==> src/dual_timer_defs.svh <==
`ifndef DUAL_TIMER_DEFS_SVH
`define DUAL_TIMER_DEFS_SVH

// Register byte offsets, compared against haddr[7:0].
`define OFS_LOWER_CTRL 8'h00
`define OFS_UPPER_CTRL 8'h04
`define OFS_LOWER_COUNT 8'h08
`define OFS_UPPER_COUNT 8'h0C
`define OFS_LOWER_PERIOD 8'h10
`define OFS_UPPER_PERIOD 8'h14
`define OFS_IRQ_STATUS 8'h18
`define OFS_IRQ_CONFIG 8'h1C

// Control register field positions.
`define CTRL_RUN_BIT 15
`define CTRL_STOP_IDLE_BIT 13
`define CTRL_GATE_BIT 6
`define CTRL_PRESCALE_LSB 4
`define CTRL_PAIR_BIT 3
`define CTRL_SOURCE_BIT 1
`define CTRL_WMASK 16'hA07A

// Interrupt status and configuration field positions.
`define STAT_LOWER_BIT 0
`define STAT_UPPER_BIT 1
`define CFG_LOWER_EN_BIT 0
`define CFG_UPPER_EN_BIT 1
`define CFG_LOWER_PRIO_LSB 4
`define CFG_UPPER_PRIO_LSB 8
`define CFG_WMASK 16'h0773

// Reset values.
`define CTRL_RESET 16'h0000
`define COUNT_RESET 16'h0000
`define PERIOD_RESET 16'hFFFF
`define CFG_RESET 16'h0000

// Prescaler terminal counts for ratios 1, 8, 64 and 256.
`define PS_TERM_DIV1 8'h00
`define PS_TERM_DIV8 8'h07
`define PS_TERM_DIV64 8'h3F
`define PS_TERM_DIV256 8'hFF

`endif

==> src/dual_timer_pkg.sv <==
package dual_timer_pkg;

  // One timer's control word, laid out as software sees it.
  typedef struct packed {
    logic timer_run;
    logic rsvd14;
    logic stop_in_idle;
    logic [5:0] rsvd12_7;
    logic gated_count_enable;
    logic [1:0] prescale_select;
    logic pair_mode_select;
    logic rsvd2;
    logic clock_source_select;
    logic rsvd0;
  } timer_control_generic_type;

  // Pins of one timer: external count clock and gate.
  typedef struct packed {
    logic ext_clk;
    logic gate;
  } timer_pins_type;

  typedef enum logic [1:0] {
    BUS_IDLE = 2'b00,
    BUS_WRITE = 2'b01,
    BUS_RWAIT = 2'b10,
    BUS_RDONE = 2'b11
  } bus_state_type;

endpackage

==> src/timer_tick_gen.sv <==
`timescale 1ns/10ps
`default_nettype none
`include "dual_timer_defs.svh"

module timer_tick_gen #(
  parameter int PS_WIDTH = 8
) (
  input wire logic core_clk_in,
  input wire logic rst_in,
  input wire dual_timer_pkg::timer_control_generic_type ctrl_in,
  input wire logic enable_in,
  input wire dual_timer_pkg::timer_pins_type pins_in,
  output logic tick_out
);
  import dual_timer_pkg::*;

  timer_pins_type sync1_q;
  timer_pins_type sync2_q;
  logic clk_prev_q;
  logic [PS_WIDTH-1:0] ps_q;
  logic [PS_WIDTH-1:0] ps_d;
  logic [PS_WIDTH-1:0] term;
  logic src_event;

  // Refused at elaboration: a narrower prescaler cannot reach the ratio of 256.
  if (PS_WIDTH < 8) begin : g_bad_width
    $error("timer_tick_gen: PS_WIDTH must hold a ratio of 256.");
  end

  // Terminal count of the prescaler for the selected ratio.
  function automatic logic [PS_WIDTH-1:0] ps_term(input logic [1:0] sel);
    case (sel)
      2'b00: ps_term = PS_WIDTH'(`PS_TERM_DIV1);
      2'b01: ps_term = PS_WIDTH'(`PS_TERM_DIV8);
      2'b10: ps_term = PS_WIDTH'(`PS_TERM_DIV64);
      default: ps_term = PS_WIDTH'(`PS_TERM_DIV256);
    endcase
  endfunction

  // source and gate choose which events feed the prescaler.
  // a gated count advances only while the gate pin is high.
  always_comb begin
    term = ps_term(ctrl_in.prescale_select);
    if (ctrl_in.clock_source_select) begin
      src_event = sync2_q.ext_clk & ~clk_prev_q;
    end else if (ctrl_in.gated_count_enable) begin
      src_event = sync2_q.gate;
    end else begin
      src_event = 1'b1;
    end
    ps_d = ps_q;
    tick_out = 1'b0;
    // divide the source events by the selected ratio.
    if (!enable_in) begin
      ps_d = '0;
    end else if (src_event) begin
      if (ps_q == term) begin
        ps_d = '0;
        tick_out = 1'b1;
      end else begin
        ps_d = ps_q + PS_WIDTH'(1);
      end
    end
  end

  // Pins cross into the clock domain through two flops; edges use the second.
  always_ff @(posedge core_clk_in) begin
    if (rst_in) begin
      sync1_q <= '0;
      sync2_q <= '0;
      clk_prev_q <= 1'b0;
      ps_q <= '0;
    end else begin
      sync1_q <= pins_in;
      sync2_q <= sync1_q;
      clk_prev_q <= sync2_q.ext_clk;
      ps_q <= ps_d;
    end
  end
endmodule
`default_nettype wire

==> src/dual_timer.sv <==
// Behaviour
// - One 32-bit timer, or two independent 16-bit timers.
// - Configurations: two 16-bit timers, 32-bit timer, 32-bit synchronous counter.
// - Split timers support all modes except asynchronous external counting.
// - Each 16-bit timer works as synchronous timer or synchronous counter.
// - In 32-bit mode upper control is ignored; lower control governs.
// - In 32-bit mode the lower timer's clock and gate drive counting.
// - In 32-bit mode interrupts appear on the upper timer's flag and enable.
// - Lower count is the low word, upper count the high word.
// - Upper period is the high word, lower period the low word.
// - The 32-bit count is readable any time from the count pair.
// - Lower control bit 3 selects paired 32-bit operation.
// - Control bit 15 starts counting; software sets it last.
// - Two-bit prescale field divides the timer's input clock.
// - Clock source and gate enable bits choose source and gating.
// - Interrupt when the 32-bit count matches the 32-bit period.
// - Only the upper timer produces the converter trigger.
// - Timers keep running in idle and sleep unless their stop-in-idle bit is set.
`timescale 1ns/10ps
`default_nettype none
`include "dual_timer_defs.svh"

module dual_timer #(
  parameter int PS_WIDTH = 8
) (
  input wire logic core_clk_in,
  input wire logic rst_in,
  input wire logic hsel_in,
  input wire logic [31:0] haddr_in,
  input wire logic [1:0] htrans_in,
  input wire logic hwrite_in,
  input wire logic [2:0] hsize_in,
  input wire logic [31:0] hwdata_in,
  input wire logic hready_in,
  output logic [31:0] hrdata_out,
  output logic hreadyout_out,
  output logic hresp_out,
  input wire dual_timer_pkg::timer_pins_type lower_pins_in,
  input wire dual_timer_pkg::timer_pins_type upper_pins_in,
  input wire logic idle_in,
  output logic lower_irq_out,
  output logic upper_irq_out,
  output logic [2:0] lower_irq_priority_out,
  output logic [2:0] upper_irq_priority_out,
  output logic adc_trigger_out
);
  import dual_timer_pkg::*;

  bus_state_type bus_q;
  bus_state_type bus_d;
  logic [7:0] addr_q;
  logic [7:0] addr_d;
  logic [31:0] hrdata_q;
  logic [31:0] hrdata_d;
  logic [15:0] rd_word;
  logic accept;
  logic wr_en;

  timer_control_generic_type lower_timer_control_q;
  timer_control_generic_type lower_timer_control_d;
  timer_control_generic_type upper_timer_control_q;
  timer_control_generic_type upper_timer_control_d;
  logic [15:0] lower_count_q;
  logic [15:0] lower_count_d;
  logic [15:0] upper_count_q;
  logic [15:0] upper_count_d;
  logic [15:0] lower_period_q;
  logic [15:0] lower_period_d;
  logic [15:0] upper_period_q;
  logic [15:0] upper_period_d;
  logic [1:0] flags_q;
  logic [1:0] flags_d;
  logic [15:0] irq_cfg_q;
  logic [15:0] irq_cfg_d;
  logic adc_q;
  logic adc_d;

  logic pair;
  logic lower_enable;
  logic upper_enable;
  logic tick_lo;
  logic tick_up;
  logic lo_match;
  logic up_match;
  logic [16:0] lo_step;
  logic [16:0] up_step;
  logic [31:0] count32;
  logic [31:0] period32;
  logic [1:0] clr;

  // One 16-bit step: returns {match, next count}.
  function automatic logic [16:0] step16(input logic [15:0] cnt, input logic [15:0] per);
    if (cnt == per) begin
      step16 = {1'b1, 16'h0000};
    end else begin
      step16 = {1'b0, cnt + 16'h0001};
    end
  endfunction

  // the pairing bit in the lower control word selects 32-bit operation.
  assign pair = lower_timer_control_q.pair_mode_select;
  // bit 15 starts each timer; a timer stopped by idle only if asked.
  // without the stop bit a timer keeps counting through idle and sleep.
  assign lower_enable = lower_timer_control_q.timer_run &
                        ~(lower_timer_control_q.stop_in_idle & idle_in);
  // the upper control word has no effect while paired.
  assign upper_enable = ~pair & upper_timer_control_q.timer_run &
                        ~(upper_timer_control_q.stop_in_idle & idle_in);

  // the lower tick generator drives the cascade, with the lower pins.
  // both generators count pin edges only after synchronisation.
  timer_tick_gen #(
    .PS_WIDTH(PS_WIDTH)
  ) lower_tick (
    .core_clk_in(core_clk_in),
    .rst_in(rst_in),
    .ctrl_in(lower_timer_control_q),
    .enable_in(lower_enable),
    .pins_in(lower_pins_in),
    .tick_out(tick_lo)
  );

  // each half alone counts the internal clock or its own pin.
  timer_tick_gen #(
    .PS_WIDTH(PS_WIDTH)
  ) upper_tick (
    .core_clk_in(core_clk_in),
    .rst_in(rst_in),
    .ctrl_in(upper_timer_control_q),
    .enable_in(upper_enable),
    .pins_in(upper_pins_in),
    .tick_out(tick_up)
  );

  // Bus handshake: reads take one wait state so read data come from a flop.
  assign accept = hsel_in & htrans_in[1] & hready_in;
  assign hreadyout_out = (bus_q != BUS_RWAIT);
  assign hresp_out = 1'b0;
  assign hrdata_out = hrdata_q;
  assign wr_en = (bus_q == BUS_WRITE);

  // the count pair reads back live at any time.
  always_comb begin
    case (addr_q)
      `OFS_LOWER_CTRL: rd_word = lower_timer_control_q;
      `OFS_UPPER_CTRL: rd_word = upper_timer_control_q;
      `OFS_LOWER_COUNT: rd_word = lower_count_q;
      `OFS_UPPER_COUNT: rd_word = upper_count_q;
      `OFS_LOWER_PERIOD: rd_word = lower_period_q;
      `OFS_UPPER_PERIOD: rd_word = upper_period_q;
      `OFS_IRQ_STATUS: rd_word = {14'h0000, flags_q};
      `OFS_IRQ_CONFIG: rd_word = irq_cfg_q;
      default: rd_word = 16'h0000;
    endcase
  end

  // Bus phase tracking.
  always_comb begin
    bus_d = bus_q;
    addr_d = addr_q;
    hrdata_d = hrdata_q;
    case (bus_q)
      BUS_RWAIT: begin
        bus_d = BUS_RDONE;
        hrdata_d = {16'h0000, rd_word};
      end
      BUS_IDLE, BUS_WRITE, BUS_RDONE: begin
        if (accept) begin
          addr_d = haddr_in[7:0];
          bus_d = hwrite_in ? BUS_WRITE : BUS_RWAIT;
        end else begin
          bus_d = BUS_IDLE;
        end
      end
      default: bus_d = BUS_IDLE;
    endcase
  end

  always_ff @(posedge core_clk_in) begin
    if (rst_in) begin
      bus_q <= BUS_IDLE;
      addr_q <= 8'h00;
      hrdata_q <= 32'h0000_0000;
    end else begin
      bus_q <= bus_d;
      addr_q <= addr_d;
      hrdata_q <= hrdata_d;
    end
  end

  // Counting, matching, flags and software writes.
  always_comb begin
    lower_timer_control_d = lower_timer_control_q;
    upper_timer_control_d = upper_timer_control_q;
    lower_count_d = lower_count_q;
    upper_count_d = upper_count_q;
    lower_period_d = lower_period_q;
    upper_period_d = upper_period_q;
    irq_cfg_d = irq_cfg_q;
    lo_match = 1'b0;
    up_match = 1'b0;
    clr = 2'b00;
    // lower count forms the low word of the cascade.
    count32 = {upper_count_q, lower_count_q};
    // upper period is the high word of the 32-bit period.
    period32 = {upper_period_q, lower_period_q};
    lo_step = step16(lower_count_q, lower_period_q);
    up_step = step16(upper_count_q, upper_period_q);
    // paired, the lower source makes a 32-bit timer or pin counter.
    if (pair) begin
      // a 32-bit match restarts the pair and flags the upper timer.
      // the count returns to zero on the matching tick.
      if (tick_lo) begin
        if (count32 == period32) begin
          lower_count_d = 16'h0000;
          upper_count_d = 16'h0000;
          up_match = 1'b1;
        end else begin
          {upper_count_d, lower_count_d} = count32 + 32'h0000_0001;
        end
      end
    end else begin
      if (tick_lo) begin
        lower_count_d = lo_step[15:0];
        lo_match = lo_step[16];
      end
      if (tick_up) begin
        upper_count_d = up_step[15:0];
        up_match = up_step[16];
      end
    end
    // Software writes land after counting, so a written count is kept.
    if (wr_en) begin
      case (addr_q)
        `OFS_LOWER_CTRL: lower_timer_control_d = hwdata_in[15:0] & `CTRL_WMASK;
        `OFS_UPPER_CTRL: upper_timer_control_d = hwdata_in[15:0] & `CTRL_WMASK;
        `OFS_LOWER_COUNT: lower_count_d = hwdata_in[15:0];
        `OFS_UPPER_COUNT: upper_count_d = hwdata_in[15:0];
        `OFS_LOWER_PERIOD: lower_period_d = hwdata_in[15:0];
        `OFS_UPPER_PERIOD: upper_period_d = hwdata_in[15:0];
        `OFS_IRQ_STATUS: clr = hwdata_in[1:0];
        `OFS_IRQ_CONFIG: irq_cfg_d = hwdata_in[15:0] & `CFG_WMASK;
        default: clr = 2'b00;
      endcase
    end
    // paired matches only ever reach the upper flag.
    // Write-one-to-clear; a match in the same cycle wins over the clear.
    flags_d = (flags_q & ~clr) | {up_match, lo_match};
    // the converter trigger comes from upper matches only.
    adc_d = up_match;
  end

  always_ff @(posedge core_clk_in) begin
    if (rst_in) begin
      lower_timer_control_q <= `CTRL_RESET;
      upper_timer_control_q <= `CTRL_RESET;
      lower_count_q <= `COUNT_RESET;
      upper_count_q <= `COUNT_RESET;
      lower_period_q <= `PERIOD_RESET;
      upper_period_q <= `PERIOD_RESET;
      flags_q <= 2'b00;
      irq_cfg_q <= `CFG_RESET;
      adc_q <= 1'b0;
    end else begin
      lower_timer_control_q <= lower_timer_control_d;
      upper_timer_control_q <= upper_timer_control_d;
      lower_count_q <= lower_count_d;
      upper_count_q <= upper_count_d;
      lower_period_q <= lower_period_d;
      upper_period_q <= upper_period_d;
      flags_q <= flags_d;
      irq_cfg_q <= irq_cfg_d;
      adc_q <= adc_d;
    end
  end

  // enable and priority are software-programmed, passed to the controller.
  assign lower_irq_out = flags_q[`STAT_LOWER_BIT] & irq_cfg_q[`CFG_LOWER_EN_BIT];
  assign upper_irq_out = flags_q[`STAT_UPPER_BIT] & irq_cfg_q[`CFG_UPPER_EN_BIT];
  assign lower_irq_priority_out = irq_cfg_q[`CFG_LOWER_PRIO_LSB +: 3];
  assign upper_irq_priority_out = irq_cfg_q[`CFG_UPPER_PRIO_LSB +: 3];
  assign adc_trigger_out = adc_q;
endmodule
`default_nettype wire

==> config.mk <==
export PLATFORM = sky130hd
export DESIGN_NAME = dual_timer
export DESIGN_NICKNAME = d
export VERILOG_FILES = /design/src/dual_timer_pkg.sv /design/src/timer_tick_gen.sv /design/src/dual_timer.sv
export VERILOG_INCLUDE_DIRS = /design/src
export SDC_FILE = /design/constraint.sdc
export NUM_CORES = 1
export LEC_CHECK = 0
export BUFFER_PORTS_ARGS = -buffer_cell sky130_fd_sc_hd__buf_2
export CAP_MARGIN = 20
export CELL_PAD_IN_SITES_DETAIL_PLACEMENT = 1
export CELL_PAD_IN_SITES_GLOBAL_PLACEMENT = 1
export CORE_ASPECT_RATIO = 0.5
export CORE_MARGIN = 2
export CORE_UTILIZATION = 43
export CTS_CLUSTER_DIAMETER = 30
export DETAILED_ROUTE_END_ITERATION = 10
export GPL_TIMING_DRIVEN = 0
export PLACE_DENSITY = 0.9
export SLEW_MARGIN = 30
export SYNTH_ARGS = -nofsm -noshare
export SYNTH_HDL_FRONTEND = slang
export SYNTH_HIERARCHICAL = 1
export SYNTH_SLANG_ARGS = --single-unit
==> constraint.sdc <==
create_clock -name core_clk_in -period 3.8 [get_ports core_clk_in]
set_input_delay 0.19 -clock core_clk_in [delete_from_list [all_inputs] [get_ports core_clk_in]]
set_output_delay 0.19 -clock core_clk_in [all_outputs]
set_load 0.01 [all_outputs]
# Yosys cells after proc, flatten, opt, wreduce, memory -nomap -nowiden
# Index checks and enable logic that the tools add are counted.
[op_classes] addsub=5 bitwise=21 eq_ne=20 reduce_logical=13 muxes=40
[op_table] cell="$mux 16" count=12
[op_table] cell="$pmux 16 s8" count=1
[op_table] cell="$pmux 8 s3" count=2
[op_table] cell="$mux 17" count=2
[op_table] cell="$add 16x1->16 const B" count=2
[op_table] cell="$add 32x1->32 const B" count=1
[op_table] cell="$eq 16x16->1" count=2
[op_table] cell="$eq 32x32->1" count=1
[op_table] cell="$eq 8x5->1 const B" count=4
[op_table] cell="$add 8x1->8 const B" count=2
[op_table] cell="$eq 8x4->1 const B" count=2
[op_table] cell="$eq 8x8->1" count=2
[op_table] cell="$mux 1" count=16
[op_table] cell="$mux 8" count=2
[op_table] cell="$reduce_and 2->1" count=6
[op_table] cell="$and 1x1->1" count=11
[op_table] cell="$eq 2x2->1 const B" count=4
[op_table] cell="$eq 8x3->1 const B" count=1
[op_table] cell="$logic_not 8->1" count=1
[op_table] cell="$mux 2" count=4
[op_table] cell="$not 1->1" count=7
[op_table] cell="$eq 2x1->1 const B" count=3
[op_table] cell="$logic_not 2->1" count=3
[op_table] cell="$pmux 2 s2" count=1
[op_table] cell="6 further kinds" count=7
[totals] output_inout_bits=43 regBits=141

# Depth between registers and ports, before layout
# Gate-level depths: netlist (run 1).
[depth] ltp_word=10 mapped_depth=12 depth_no_buf=10

# Modules after synthesis
# The synthesis (run 1) kept the hierarchy.
[modules_own_cells] mod="dual_timer" cells_each=818 area_per_inst_um2=6730.2 instances=1 seq_area_each_um2=2302.2
[modules_own_cells] mod="timer_tick_gen" cells_each=64 area_per_inst_um2=620.6 instances=2 seq_area_each_um2=260.2

# Worst setup path before layout (run 1)
# No wires, ideal clock.
[synth_timing] path_type="reg-to-reg" startpoint="register lower_tick.ps_q[3]" endpoint="register lower_count_q[15]" synth_period_minus_slack_ns=3.075 n_path_buf=1 path_slack_ns=0.725 t_required_ns=3.704 arrival_time_ns=2.979 path_stages_with_launch=12 setup_ns=0.096 path_cell_list="dfxtp_1 or3_1 mux2_2 nor4_4 and2_1 buf_2 inv_1 or3_1 or3_1 nor2_1 xnor2_1 o41ai_2"
[synth_via] elab_chain_len=8 word_cells_on_any_way=9
[synth_rtl] element="start, declared" line_no="timer_tick_gen.sv:20" text="logic [PS_WIDTH-1:0] ps_q;"
[synth_rtl] element="start signal, assigned" line_no="timer_tick_gen.sv:77" text="ps_q <= ps_d;"
[synth_rtl] element="$eq 8x8->1 *" line_no="timer_tick_gen.sv:57" text="if (ps_q == term) begin"
[synth_rtl] element="$mux 1 *" line_no="timer_tick_gen.sv:57"
[synth_rtl] element="$mux 1 *" line_no="timer_tick_gen.sv:56" text="end else if (src_event) begin"
[synth_rtl] element="$mux 1 *" line_no="timer_tick_gen.sv:54" text="if (!enable_in) begin"
[synth_rtl] element="named net tick_lo" line_no="dual_timer.sv:81" text="logic tick_lo;"
[synth_rtl] element="$mux 16, on equally long branches" line_no="dual_timer.sv:223, dual_timer.sv:213"
[synth_rtl] element="$mux 16 *" line_no="dual_timer.sv:210" text="if (pair) begin"
[synth_rtl] element="$mux 16" line_no="dual_timer.sv:234" text="case (addr_q)"
[synth_rtl] element="$mux 16 *" line_no="dual_timer.sv:233" text="if (wr_en) begin"
[synth_rtl] element="end signal, assigned" line_no="dual_timer.sv:257" text="lower_count_q <= `COUNT_RESET;"
[synth_rtl] element="end signal, assigned" line_no="dual_timer.sv:267" text="lower_count_q <= lower_count_d;"
[synth_rtl] element="end, declared" line_no="dual_timer.sv:63" text="logic [15:0] lower_count_q;"
# The timed path passes the listed nets; every way through them passes the cells marked *.
# A chain may end at the register's enable or synchronous reset.

# Final worst setup path (run 1)
[layout_timing] startpoint="register lower_tick.ps_q[2]" endpoint="register lower_count_q[15]"
# The elaborated chain is that of the path after synthesis.

==> flow_metrics.tcl, run 1 <==
set metrics [dict create \
    viasPerCell 6.19 \
    fin_setup_tns_ns 0 \
    rsz0062_at_grt "false" \
    detail-route-antenna-nets 0 \
    drt-initial-drc-count 818 \
    holdWs_ns -0.00806 \
    htree_levels 4 \
    irDropWorstVdd_v 0.000171 \
    crit_type "flop to flop" \
    grt_pass1_wl_microns 46100 \
    period_minus_slack_ns 3.63 \
    routed-wl-met3_microns 2620 \
    cts_root_buf "clkbuf_16" \
    cp.required_ns 4.15 \
    drv_cap 0 \
    portBuffers 59 \
    hold_viol 1 \
    multi_input_area_sq_um 4640 \
    core_sq_um 18300 \
    dieArea_sq_um 19700 \
    cp.arrival_ns 3.98 \
    layout-drive-gt1-share 0.190 \
    drcViolationCount 0 \
    grt_util_all_layers 0.309 \
    post-route-period-util 0.955 \
    cp_max_fo 10 \
    antenna_found_initial 1 \
    ys_ff_latch 141 \
    cts_buffer_depth 2 \
    via_count 8066 \
    start_util 0.437 \
    fillers 2153 \
    powerDensity_nw_per_um2 369 \
    regArea_sq_um 2820 \
    yosys_warnings 6 \
    clock.fmax_mhz 276 \
    grt.overflow.total 0 \
    clk_pin_slew_worst_paths_ns 0.07 \
    dr.pass1.iters 5 \
    status "complete, but fails checks" \
    netlist_area_sq_um 7970 \
    tightest_slew_ns 0.972 \
    fin_cells 1304 \
    endpoint_kind "flop" \
    yosysSeqAreaShare 0.354 \
    endpoint "lower_count_q[15]$_SDFF_PP0_" \
    grt_pass1_vias 8060 \
    drv_slew 0 \
    synth_edf_count 0 \
    synth.distinct_cells 63 \
    synthToLayoutAreaGrowth_pct 16.7 \
    clk-insertion-delay-late_ns 0.45 \
    clkSinkCount 141 \
    rrSetupSlack_ns 0.17 \
    die_w_microns 197 \
    synthFlopType "dfxtp_1" \
    wl_met1_microns 12900 \
    dpl.hpwl_microns 20800 \
    cts_tree "built" \
    dr_wl_met2_microns 13500 \
    routabilityCongestion 0.944 \
    fin_nets 1133 \
    violations "hold timing" \
    place_inst 1261 \
    hold_path_class "input pin to flop" \
    wire_per_inst_microns 23.4 \
    cts_buffers 17 \
    start_kind "flop" \
    fin_skew_ns 0.0152 \
    startpoint "lower_tick/ps_q[2]$_SDFFE_PP0N_" \
    synthCells 946 \
    power_uw 3430 \
    syn_area_per_cell_sq_um 8.43 \
    highest_layer "met5" \
    io_pins 122 \
    grt_max_degree 17 \
    worstReg2RegStart "lower_tick/ps_q[2]$_SDFFE_PP0N_" \
    ff2ff_path_depth 11 \
    async_reset_ff_frac 0 \
    die_h_microns 100 \
    finalSetupViolations 0 \
    r2r-end "lower_count_q[15]$_SDFF_PP0_" \
    drt_wl_total_microns 30500 \
    min_path_cells 2 \
    slew_headroom 0.351 \
    p_leak_uw 0.00347 \
    rows 35 \
]
==> cell usage after synthesis (15+ instances only) <==
cell type	number	share of area
xor2_1	66	0.073
buf_2	20	0.013
nand3b_1	17	0.016
mux2i_1	21	0.026
a211o_1	16	0.018
nor3_1	34	0.021
buf_4	26	0.024
nand4_1	17	0.013
o221a_2	15	0.021
and3_1	27	0.021
nand2_1	111	0.052
xnor2_1	16	0.018
dfxtp_1	141	0.35
clkbuf_1	39	0.018
a22oi_1	23	0.022
nor2_1	72	0.034
a21oi_1	49	0.031
nand3_1	51	0.032
or3_1	18	0.014
==> critical path, cell delays in order (launching register included) <==
cell and delay (ns):
dfxtp_1 0.42, nand3_1 0.24, mux2_2 0.37, nor4_4 0.37
and2_1 0.28, buf_2 0.27, inv_1 0.22, or3_1 0.49
or3_1 0.41, nor2_1 0.16, xnor2_1 0.09, o41ai_2 0.19
==> cell type report <==
cell class | count | area share
clock inverter | 15 | 0.0164
multi-input combinational | 717 | 0.499
buffer | 97 | 0.0582
tap | 240 | 0.0323
inverter | 7 | 0.00282
antenna | 1 | 0.000269
timing repair buffer | 69 | 0.0420
clock buffer | 17 | 0.0457
sequential | 141 | 0.303
==> flip-flops by register name (all words and copies together) (netlist names), 6 cells and up <==
register,flops
hrdata_out,16
lower_count_q,16
lower_period_q,16
upper_count_q,16
upper_period_q,16
addr_q,8
irq_cfg_q,8
lower_tick/ps_q,8
upper_tick/ps_q,8
upper_timer_control_q,7
lower_timer_control_q,6
==> power by group <==
group          leakage, uW  switching (uW)  internal (uW)  total [uW]
Clock             0.000289             762            924        1690
Sequential         0.00114            11.6           1490        1500
Combinational      0.00204             159           81.6         241
==> kinds of logic after synthesis <==
| kind of cell | count (synthesis) | synth area share |
|---|---|---|
| compound gates | 169 | 0.161 |
| mux | 32 | 0.0447 |
| simple gates | 413 | 0.272 |
| other cells | 1 | 0.000470 |
| xor+xnor | 82 | 0.0901 |
| buf+inv | 104 | 0.0713 |
| flops | 141 | 0.354 |
| fa+ha+maj | 4 | 0.00628 |
==> stage by stage <==
stage / hold WS (ns) / instance area, sq um / setup slack (ns) / utilization
final: -0.00806 / 9300 / 0.171 / 0.509
after global routing: 0.00257 / 9300 / 0.0558 / 0.509
after CTS: 0.000915 / 9290 / 0.106 / 0.508
after detailed placement: 0.408 / 8630 / 0.124 / 0.472
after global placement: 0.396 / 8630 / 0.198 / 0.472
after floorplan: 0.262 / 8030 / 0.725 / -
==> layout by cell type (no fill, tap or decap), types with 15 or more instances in the layout <==
cell type and count:
clkbuf_1 39, nor2_1 72, mux2i_1 21, and3_1 27, o221a_2 15, nand4_1 17
xor2_1 66, nand3_1 51, clkbuf_16 17, buf_4 28, nand2_1 111, a22oi_1 23
a211o_1 16, buf_2 79, conb_1 17, a21oi_1 49, nand3b_1 17, or3_1 18
nor3_1 34, xnor2_1 16, dfxtp_1 141
==> metal layers <==
layer / global-route usage / vias up
li1: - / 3557
met1: 0.393 / 3964
met2: 0.493 / 424
met3: 0.0632 / 119
met4: 0.174 / 2
met5: 0 / -
==> worst min path at each step <==
| stage | from | endpoint | slack [ns] |
|---|---|---|---|
| after floorplan | rst_in | lower_tick/clk_prev_q$_SDFF_PP0_ | 0.26 |
| after global placement | lower_pins_in[1] | lower_tick/sync1_q[1]$_SDFF_PP0_ | 0.40 |
| after detailed placement | lower_pins_in[0] | lower_tick/sync1_q[0]$_SDFF_PP0_ | 0.41 |
| after CTS | haddr_in[1] | addr_q[1]$_SDFFE_PP0P_ | 0.0009 |
| after global routing | upper_pins_in[0] | upper_tick/sync1_q[0]$_SDFF_PP0_ | 0.003 |
| final | upper_pins_in[0] | upper_tick/sync1_q[0]$_SDFF_PP0_ | -0.008 |
==> what timing repair did <==
item	4_1_cts	5_1_grt
gates resized for setup	0	0
buffers inserted	0	2
hold endpoints to repair	8	0
endpoints found under the setup margin	0	2
hold buffers	8	0
Note: power is estimated with default switching activity, not from simulation.
==> run 2, diff against run 1 <==
--- a/config.mk
+++ b/config.mk
@@ -16,9 +16,8 @@
 export CTS_CLUSTER_DIAMETER = 30
 export DETAILED_ROUTE_END_ITERATION = 10
 export GPL_TIMING_DRIVEN = 0
-export PLACE_DENSITY = 0.9
+export PLACE_DENSITY = 0.91
 export SLEW_MARGIN = 30
 export SYNTH_ARGS = -nofsm -noshare
 export SYNTH_HDL_FRONTEND = slang
-export SYNTH_HIERARCHICAL = 1
 export SYNTH_SLANG_ARGS = --single-unit
==> flow_metrics.tcl, run 2 <==
set metrics [dict create \
    synthCells 971 \
    use_met3 0.0860 \
    grt_pass1_vias 8348 \
    viasPerCell 6.30 \
    status "finished, final reports clean" \
    cp.required_ns 4.12 \
    grt_util_all_layers 0.325 \
    tightest_slew_ns 0.937 \
    grt.overflow.total 0 \
    via_count 8322 \
    cts_root_buf "clkbuf_16" \
    die_w_microns 197 \
    die_h_microns 100 \
    yosysSeqAreaShare 0.353 \
    fillers 2234 \
    drt-initial-drc-count 797 \
    start_kind "flop" \
    clk-insertion-delay-late_ns 0.44 \
    place_inst 1286 \
    clkSinkCount 141 \
    grt_max_degree 17 \
    busiest_layer "met2" \
    period_minus_slack_ns 3.18 \
    hold_viol 0 \
    clk_pin_slew_worst_paths_ns 0.06 \
    crit_type "flop to flop" \
    synth.distinct_cells 71 \
    htree_levels 4 \
    rrSetupSlack_ns 0.62 \
    drv_slew 0 \
    cts_buffer_depth 2 \
    antennaDiodeCount 0 \
    hold_path_class "input pin to flop" \
    place_ws_ns 0.757 \
    wire_per_inst_microns 24.1 \
    synth_commonest_cells "141 x dfxtp_1, 124 x nor2_1, 97 x nand2_1, 40 x xor2_1, 38 x nor2b_1" \
    fin_setup_tns_ns 0 \
    powerDensity_nw_per_um2 385 \
    fin_cells 1321 \
    p_leak_uw 0.00356 \
    drcViolationCount 0 \
    synth_top_area_cell "dfxtp_1" \
    yosys_warnings 0 \
    detail-route-antenna-nets 0 \
    holdWs_ns 0.00246 \
    rows 35 \
    rsz0062_at_grt "false" \
    antenna_found_initial 0 \
    synthFlopType "dfxtp_1" \
    drv_cap 0 \
    netlist_area_sq_um 7990 \
    final_cell_mix "141 x dfxtp_1, 124 x nor2_1, 97 x nand2_1, 85 x buf_2, 40 x xor2_1" \
    met2_usage 0.521 \
    irDropWorstVdd_v 0.000354 \
    dpl.hpwl_microns 22600 \
    cts_buffers 17 \
    portBuffers 59 \
    async_reset_ff_frac 0 \
    regArea_sq_um 2820 \
    routabilityCongestion 0.977 \
    cts_tree "built" \
    dieArea_sq_um 19800 \
    dr.pass1.iters 5 \
    start_util 0.437 \
    fin_nets 1153 \
    met1_usage 0.417 \
    slew_headroom 0.369 \
    core_sq_um 18300 \
    fin_ws_ns 0.619 \
    synth_edf_count 0 \
    synthToLayoutAreaGrowth_pct 16.5 \
    final_common_cell "dfxtp_1" \
    synth_top_area_frac 0.353 \
    yosysMostFrequentCell "dfxtp_1" \
    fin_skew_ns 0.0134 \
    finalSetupViolations 0 \
    ys_ff_latch 141 \
    layout-drive-gt1-share 0.167 \
    io_pins 122 \
    clock.fmax_mhz 314 \
    post-route-period-util 0.837 \
    cp.arrival_ns 3.50 \
    grt_pass1_wl_microns 48100 \
    drt_wl_total_microns 31800 \
    synth.area.top_cells "dfxtp_1 35%, nor2_1 5.8%, nand2_1 4.6%, mux2i_1 4.5%, xor2_1 4.4%" \
    cp_max_fo 10 \
    multi_input_area_sq_um 4600 \
    endpoint_kind "flop" \
    syn_area_per_cell_sq_um 8.23 \
]
run 2: changes by cell type after synthesis, moves of 13 or more:
cell / change
nor2_1: +52
and3_1: -16
mux2i_1: +15
nor2b_1: +24
nand3_1: -19
nand2_1: -14
o21ai_0: +25
or3_1: -13
a21oi_1: -23
o221a_2: -15
a31oi_1: +15
xor2_1: -26
a22oi_1: -13
a311oi_1: +23
run 2: final cells by class:
class / count / area share
clock inverters: 11 / 0.0180
multi-input cells: 735 / 0.494
clock buffers: 19 / 0.0476
repair buffers: 64 / 0.0371
plain buffers: 98 / 0.0621
flip-flops and latches: 141 / 0.303
well taps: 240 / 0.0323
inverters: 13 / 0.00524
run 2: timing repair:
item,in CTS,in global routing
hold buffers,5,0
buffers inserted,0,0
gates resized for setup,0,0
endpoints found under the hold margin,5,0
run 2: per-layer routing:
metal	up-vias	wire length, microns
li1	3624	-
met1	4125	13400
met2	467	14100
met3	106	3120
met4	0	1200
met5	-	0
run 2: cell families (layout without fill, tap and decap cells):
kind of cell / after synthesis / count (layout) / share of synthesized area
other: 1 / 17 / 0.000469
DFF: 141 / 141 / 0.353
and+or+nand+nor: 432 / 432 / 0.276
muxes: 42 / 42 / 0.0606
xor gates and xnor gates: 47 / 47 / 0.0515
buffers and inverters: 111 / 205 / 0.0784
adders and majority gates: 4 / 4 / 0.00626
AOI/OAI and AO/OA: 193 / 193 / 0.173
run 2: where the power goes:
group          switching (uW)  internal, uW
clock network             706          1110
logic                     169          89.1
registers                12.9          1500
run 2: worst paths after layout:
path	from	to	depth (start not counted)
worst max-delay path	pair$_SDFFE_PP0P_	upper_count_q[15]$_SDFF_PP0_	8
worst min-delay path	haddr_in[7]	addr_q[7]$_SDFFE_PP0P_	3
worst max register to register	pair$_SDFFE_PP0P_	upper_count_q[15]$_SDFF_PP0_	8
worst min register to register	upper_tick.sync1_q[1]$_SDFF_PP0_	upper_tick.sync2_q[1]$_SDFF_PP0_	1
run 2: critical path: stages, from the launching register on:
cell and delay (ns):
dfxtp_1 0.30, clkbuf_1 0.34, inv_1 0.44, and3_1 0.33, nand2_1 0.08, nor2_1 0.66
buf_2 0.45, mux2i_1 0.13, a311oi_1 0.33
run 2: through the flow:
step / power, uW / area, sq um / utilization
after detailed placement: 1780 / 8650 / 0.472
after global routing: 3660 / 9310 / 0.509
after global placement: 1780 / 8650 / 0.472
after CTS: 3570 / 9310 / 0.509
final: 3580 / 9310 / 0.509
after floorplan: 1680 / 8050 / -
